===== src/hdl/bsn_exec_pkg.sv =====
/*
 Constants for the borrow-subtract and nibble-exchange execution block.
 Assumes an 8-bit core with a 12-bit data memory address and a four-phase instruction cycle.
*/
package bsn_exec_pkg;

    // ****************************************
    // Opcode fields
    // ****************************************
    localparam logic [5:0] subtract_with_borrow_op = 6'h16;
    localparam logic [5:0] nibble_exchange_op = 6'h0E;
    localparam int OPC_HI = 15;
    localparam int OPC_LO = 10;
    localparam int DEST_BIT = 9;
    localparam int BANK_SEL_BIT = 8;

    // ****************************************
    // Addressing
    // ****************************************
    localparam logic [7:0] IDX_LIMIT = 8'h5F;
    localparam logic [7:0] ACCESS_SPLIT = 8'h80;
    localparam logic [3:0] ACCESS_HI_BANK = 4'hF;
    localparam logic [3:0] ACCESS_LO_BANK = 4'h0;

    // ****************************************
    // Reset values and flag bit positions
    // ****************************************
    localparam logic [7:0] W_RESET = 8'h00;
    localparam logic [4:0] FLAGS_RESET = 5'h00;
    localparam int FLAG_C = 0;
    localparam int FLAG_DC = 1;
    localparam int FLAG_Z = 2;
    localparam int FLAG_OV = 3;
    localparam int FLAG_N = 4;

    // ****************************************
    // Phases
    // ****************************************
    typedef enum logic [1:0] {
        PH_DECODE = 2'b00,
        PH_READ = 2'b01,
        PH_PROCESS = 2'b11,
        PH_WRITE = 2'b10
    } phase_t;

endpackage


===== src/hdl/bsn_exec.sv =====
/*
 Execution unit for the borrow-subtract and nibble-exchange byte instructions.
 Assumes a single-port data memory with combinational read and a write strobe; the fetch logic
 holds i_instr and i_instr_valid stable across the four phases of one instruction cycle.
*/
// Overview of operation
// - Borrow-subtract computes file minus working minus inverted carry, updating N, OV, C, DC, Z.
// - Borrow-subtract with destination one writes the difference back to the file register.
// - Nibble-exchange swaps bits 3:0 and 7:4 of the file register.
// - Nibble-exchange with destination zero writes working register, file left unchanged.
// - Extended set, bank-select zero, file field at most 95: indexed literal offset addressing.
`timescale 1ns/1ps

module bsn_exec
    import bsn_exec_pkg::*;
(
    input wire logic i_clk,
    input wire logic i_nrst,
    input wire logic [15:0] i_instr,
    input wire logic i_instr_valid,
    input wire logic i_ext_set_en,
    input wire logic [3:0] i_bank_pointer_register,
    input wire logic [11:0] i_index_base,
    input wire logic [7:0] i_mem_rdata,
    output logic [11:0] o_mem_addr,
    output logic [7:0] o_mem_wdata,
    output logic o_mem_we,
    output logic [7:0] o_wreg,
    output logic [4:0] o_flags,
    output logic [1:0] o_phase,
    output logic o_done
);

    // ****************************************
    // Decode and address formation
    // ****************************************
    logic [5:0] opc;
    logic [7:0] ffield;
    logic dest;
    logic bsel;
    logic is_sub;
    logic is_swap;
    logic [11:0] addr_c;

    assign opc = i_instr[OPC_HI:OPC_LO];
    assign ffield = i_instr[7:0];
    assign dest = i_instr[DEST_BIT];
    assign bsel = i_instr[BANK_SEL_BIT];
    assign is_sub = i_instr_valid && (opc == subtract_with_borrow_op);
    assign is_swap = i_instr_valid && (opc == nibble_exchange_op);

    always_comb begin
        if (bsel) begin
            addr_c = {i_bank_pointer_register, ffield};
        end else if (i_ext_set_en && (ffield <= IDX_LIMIT)) begin
            addr_c = i_index_base + {4'h0, ffield};
        end else if (ffield >= ACCESS_SPLIT) begin
            addr_c = {ACCESS_HI_BANK, ffield};
        end else begin
            addr_c = {ACCESS_LO_BANK, ffield};
        end
    end

    // ****************************************
    // Phase sequencer
    // ****************************************
    phase_t phase_q;
    phase_t phase_d;
    logic [11:0] addr_q;
    logic [11:0] addr_d;
    logic done_q;
    logic done_d;

    // The sequencer waits only in decode: a recognised instruction always finishes in four phases.
    always_comb begin
        phase_d = phase_q;
        addr_d = addr_q;
        done_d = 1'b0;
        case (phase_q)
            PH_DECODE: begin
                if (is_sub || is_swap) begin
                    addr_d = addr_c;
                    phase_d = PH_READ;
                end
            end
            PH_READ: begin
                phase_d = PH_PROCESS;
            end
            PH_PROCESS: begin
                phase_d = PH_WRITE;
            end
            PH_WRITE: begin
                done_d = 1'b1;
                phase_d = PH_DECODE;
            end
            default: begin
                phase_d = PH_DECODE;
            end
        endcase
    end

    always_ff @(posedge i_clk or negedge i_nrst) begin
        if (!i_nrst) begin
            phase_q <= PH_DECODE;
            addr_q <= 12'h000;
            done_q <= 1'b0;
        end else begin
            phase_q <= phase_d;
            addr_q <= addr_d;
            done_q <= done_d;
        end
    end

    // ****************************************
    // Datapath
    // ****************************************
    logic [7:0] opnd_q;
    logic [7:0] opnd_d;
    logic [7:0] res_q;
    logic [7:0] res_d;
    logic [4:0] nflags_q;
    logic [4:0] nflags_d;
    logic [7:0] w_q;
    logic [7:0] w_d;
    logic [4:0] flags_q;
    logic [4:0] flags_d;
    logic [7:0] wdata_q;
    logic [7:0] wdata_d;
    logic we_q;
    logic we_d;
    logic [8:0] diff;
    logic [4:0] ldiff;

    // Borrow is the inverted carry, so subtracting it means adding the carry minus one.
    assign diff = {1'b0, opnd_q} + {1'b0, ~w_q} + {8'h00, flags_q[FLAG_C]};
    assign ldiff = {1'b0, opnd_q[3:0]} + {1'b0, ~w_q[3:0]} + {4'h0, flags_q[FLAG_C]};

    // Flags are held aside until the write phase so that they change together with the destination.
    always_comb begin
        opnd_d = opnd_q;
        res_d = res_q;
        nflags_d = nflags_q;
        w_d = w_q;
        flags_d = flags_q;
        wdata_d = wdata_q;
        we_d = 1'b0;
        case (phase_q)
            PH_DECODE: begin
                opnd_d = opnd_q;
            end
            PH_READ: begin
                opnd_d = i_mem_rdata;
            end
            PH_PROCESS: begin
                if (is_sub) begin
                    res_d = diff[7:0];
                    nflags_d[FLAG_C] = diff[8];
                    nflags_d[FLAG_DC] = ldiff[4];
                    nflags_d[FLAG_Z] = (diff[7:0] == 8'h00);
                    nflags_d[FLAG_N] = diff[7];
                    nflags_d[FLAG_OV] = (opnd_q[7] != w_q[7]) && (diff[7] != opnd_q[7]);
                end else begin
                    res_d = {opnd_q[3:0], opnd_q[7:4]};
                    nflags_d = flags_q;
                end
            end
            PH_WRITE: begin
                if (dest) begin
                    wdata_d = res_q;
                    we_d = 1'b1;
                end else begin
                    w_d = res_q;
                end
                flags_d = nflags_q;
            end
            default: begin
                we_d = 1'b0;
            end
        endcase
    end

    always_ff @(posedge i_clk or negedge i_nrst) begin
        if (!i_nrst) begin
            opnd_q <= 8'h00;
            res_q <= 8'h00;
            nflags_q <= FLAGS_RESET;
            w_q <= W_RESET;
            flags_q <= FLAGS_RESET;
            wdata_q <= 8'h00;
            we_q <= 1'b0;
        end else begin
            opnd_q <= opnd_d;
            res_q <= res_d;
            nflags_q <= nflags_d;
            w_q <= w_d;
            flags_q <= flags_d;
            wdata_q <= wdata_d;
            we_q <= we_d;
        end
    end

    // ****************************************
    // Outputs
    // ****************************************
    assign o_mem_addr = addr_q;
    assign o_mem_wdata = wdata_q;
    assign o_mem_we = we_q;
    assign o_wreg = w_q;
    assign o_flags = flags_q;
    assign o_phase = phase_q;
    assign o_done = done_q;

endmodule


===== config.mk =====
export PLATFORM = sky130hd
export DESIGN_NAME = bsn_exec
export DESIGN_NICKNAME = d
export VERILOG_FILES = /design/src/hdl/bsn_exec_pkg.sv /design/src/hdl/bsn_exec.sv
export SDC_FILE = /design/constraint.sdc
export NUM_CORES = 1
export LEC_CHECK = 0
export ABC_CLOCK_PERIOD_IN_PS = 2100
export BUFFER_PORTS_ARGS = -buffer_cell sky130_fd_sc_hd__buf_4
export CORE_UTILIZATION = 40
export CTS_CLUSTER_DIAMETER = 40
export DETAILED_ROUTE_END_ITERATION = 8
export HOLD_SLACK_MARGIN = 0.15
export PLACE_DENSITY_LB_ADDON = 0.3
export SYNTH_ARGS = -nofsm -noshare
export SYNTH_HDL_FRONTEND = slang
export SYNTH_SLANG_ARGS = --single-unit
export TNS_END_PERCENT = 50

===== constraint.sdc =====
create_clock -name i_clk -period 2.1 [get_ports i_clk]
set_clock_uncertainty 0.1 [all_clocks]
set_input_delay 0.42 -clock i_clk [delete_from_list [all_inputs] [get_ports i_clk]]
set_output_delay 0.42 -clock i_clk [all_outputs]
set_load 0.005 [all_outputs]

==> results.cfg <==
[outcome]
outcome = finished with violations
violations = negative setup slack

[die]
rows = 32
coreArea_um2 = 7810
die_w_um = 92.4
dieArea_um2 = 8540
die_h_um = 92.4
start_util_pct = 41.9
ios = 81

[setup_path]
cp_top_family = adder cells
slowest_delay_ps = 500
worstPathCellList = inv_2 -> fa_2 -> inv_2 -> fa_2 -> or4bb_1 -> nor4_1 -> a21o_1
startpoint_type = flop
cp.required_ps = 2280
crit_fanout = 2
arrival_ps = 2470
crit_buf_inv = 2
end_kind = flop
path_class = flop to flop
slowest_stage = or4bb_1

[power_and_ir_drop]
power_leakage_nw = 2.19
power.total_mw = 6.19
vdd_drop_max_v = 0.000568
power.density_nw_per_um2 = 1350

[clock_tree]
cts_tree = yes
clock_latency_ps = 340
clock-sinks = 58
root_buffer = clkbuf_8
cts_htree_levels = 3
clockBufferDepth = 2
cts_buffers = 9
path_clk_slew_ps = 80

[logic_synthesis]
synthAdderAreaFrac_pct = 7.58
seq_area_frac_synth_pct = 44.4
yosys.area.top_type = dfrtp_1
syn_area_per_cell_um2 = 9.87
synthFlopType = dfrtp_1
synth_top_family_by_area = compound AO/OA/AOI/OAI gates
synth-xor-area-share_pct = 2.41
synth-compound-area-share_pct = 18.0
syn_inst = 331
yosys.area_share.simple_pct = 16.0
synth.area.mux_share_pct = 7.81
async_flop_share_pct = 100
synth-edff-count = 0
ys_types = 54
ys_seq_elements = 58
syn_area_um2 = 3270
syn_nets = 393
yosysWarnings = 0
synth_top_area_share_pct = 44.4
netlist_top_cells_area = dfrtp_1, mux2_2, ha_1

[sta]
whs_ps = 203
hold_viol = 0
fin_crit_sh_pct = 109
rsz0062_at_grt = true
finalWorstSetupSlack_ps = -184
maxSlewViolCount = 0
setup_viol = 9
relSlewSlack_pct = 50.5
max_clock_freq_mhz = 438
period_minus_slack_ps = 2280
worst_pin_slew_ps = 743

[layout]
layout.nets = 524
final_common_cell = buf_4
antenna_cells = 0
n_fill_cell = 682
drive_gt1_share_pct = 40.3
layout_common_cells = buf_4, dfrtp_1, nand2_1
area_growth_pct = 40.7
multi_input_area_um2 = 1740
seqCellArea_um2 = 1450
layout.cells.non_filler = 569

[placed_design]
port_buffers = 80
gp_congestion = 0.880
placedCellCount = 547
place_hpwl_um = 6220

[global_routing]
grt_pass1_vias = 2950
track_usage_pct = 20.5
grt_pass1_wl_um = 13700
grt_max_degree = 59
antenna_found_initial = 0
grt-ovfl-total = 0

[routing]
drc_errors = 0
wl_met2_um = 3960
first_pass_iters = 4
routed.top_layer = met4
viasPerCell = 5.14
dr_total_vias = 2926
routed_wirelength_um = 8250
wl_met1_um = 3770
drtIter0Drc = 111
wl_met3_um = 390
avgRoutedWirePerCell_um = 14.5
antenna_left = 0

[min_path]
min_path_type = input pin to flop

[job]
cap_violations = 0
[power by group]
group | total [mW] | internal [mW] | switching, mW
Sequential | 1.94 | 1.60 | 0.342
Combinational | 3.08 | 1.70 | 1.38
Clock | 1.17 | 0.676 | 0.498
Total | 6.19 | 3.98 | 2.22
[through the flow]
step	setup slack, ps	cell area [um2]	utilization (%)	setup TNS (ps)
3_3_place_gp	-301	4290	55.0	-1210
6_report	-184	4600	58.9	-602
2_1_floorplan	-132	3280	-	-241
3_5_place_dp	-372	4290	55.0	-1950
4_1_cts	-228	4570	58.5	-932
5_1_grt	-311	4600	58.9	-1880
[routing by layer]
metal,GRT usage (%),vias up
li1,-,1441
met1,25.8,1377
met2,34.3,95
met3,4.35,13
met4,8.59,0
met5,0,-
[synthesized netlist by cell type (4+ instances only)]
cell type	n
a21o_1	8
a21oi_1	24
a31oi_1	6
clkbuf_1	7
dfrtp_1	58
ha_1	15
inv_1	18
mux2_2	20
nand2_1	39
nand3_1	4
nor2_1	25
nor2b_1	5
nor3_1	7
o211ai_1	4
o21ai_0	26
xnor2_1	7
[cells by family after synthesis]
family,Yosys count
simple gates,102
flops,58
xor+xnor,9
compound gates,93
fa+ha+maj,18
mux,23
buf+inv,28
[tightest hold or removal path, stage by stage]
cell	delay, ps
buf_4	80
nand2_1	40
o21ai_0	60
[cell type report]
type,instances,share of cell area (%)
multi-input combinational,245,37.8
sequential,58,31.6
timing repair buffer,130,21.6
tap,102,2.78
clock buffer,9,2.69
clock inverter,7,2.18
inverter,18,1.47
[worst paths after layout]
kind / depth (start not counted) / slack, ps / to / from
setup / recovery: 7 / -180 / nflags_q[2] / o_flags[0]
hold / removal: 3 / 200 / opnd_q[0] / i_mem_rdata[0]
setup reg to reg: 7 / -180 / nflags_q[2] / o_flags[0]
hold reg to reg: 2 / 390 / o_mem_addr[1] / o_mem_addr[1]
max in group asynchronous: 2 / 810 / nflags_q[0] / i_nrst
min in group asynchronous: 2 / 600 / nflags_q[2] / i_nrst
[repair_timing]
item	4_1_cts	5_1_grt
setup endpoints to repair	9	10
hold endpoints to repair	58	0
pin swaps	12	7
resized for setup	7	5
buffers inserted	4	1
hold buffers	1	0
[sequential cells by signal, indices dropped and copies added, names as in the netlist]
signal,cells
o_wreg,8
opnd_q,8
o_done,1
o_flags,5
o_mem_addr,12
o_mem_we,1
o_phase,2
res_q,8
o_mem_wdata,8
nflags_q,5
Power figures use the tool's default switching activity.
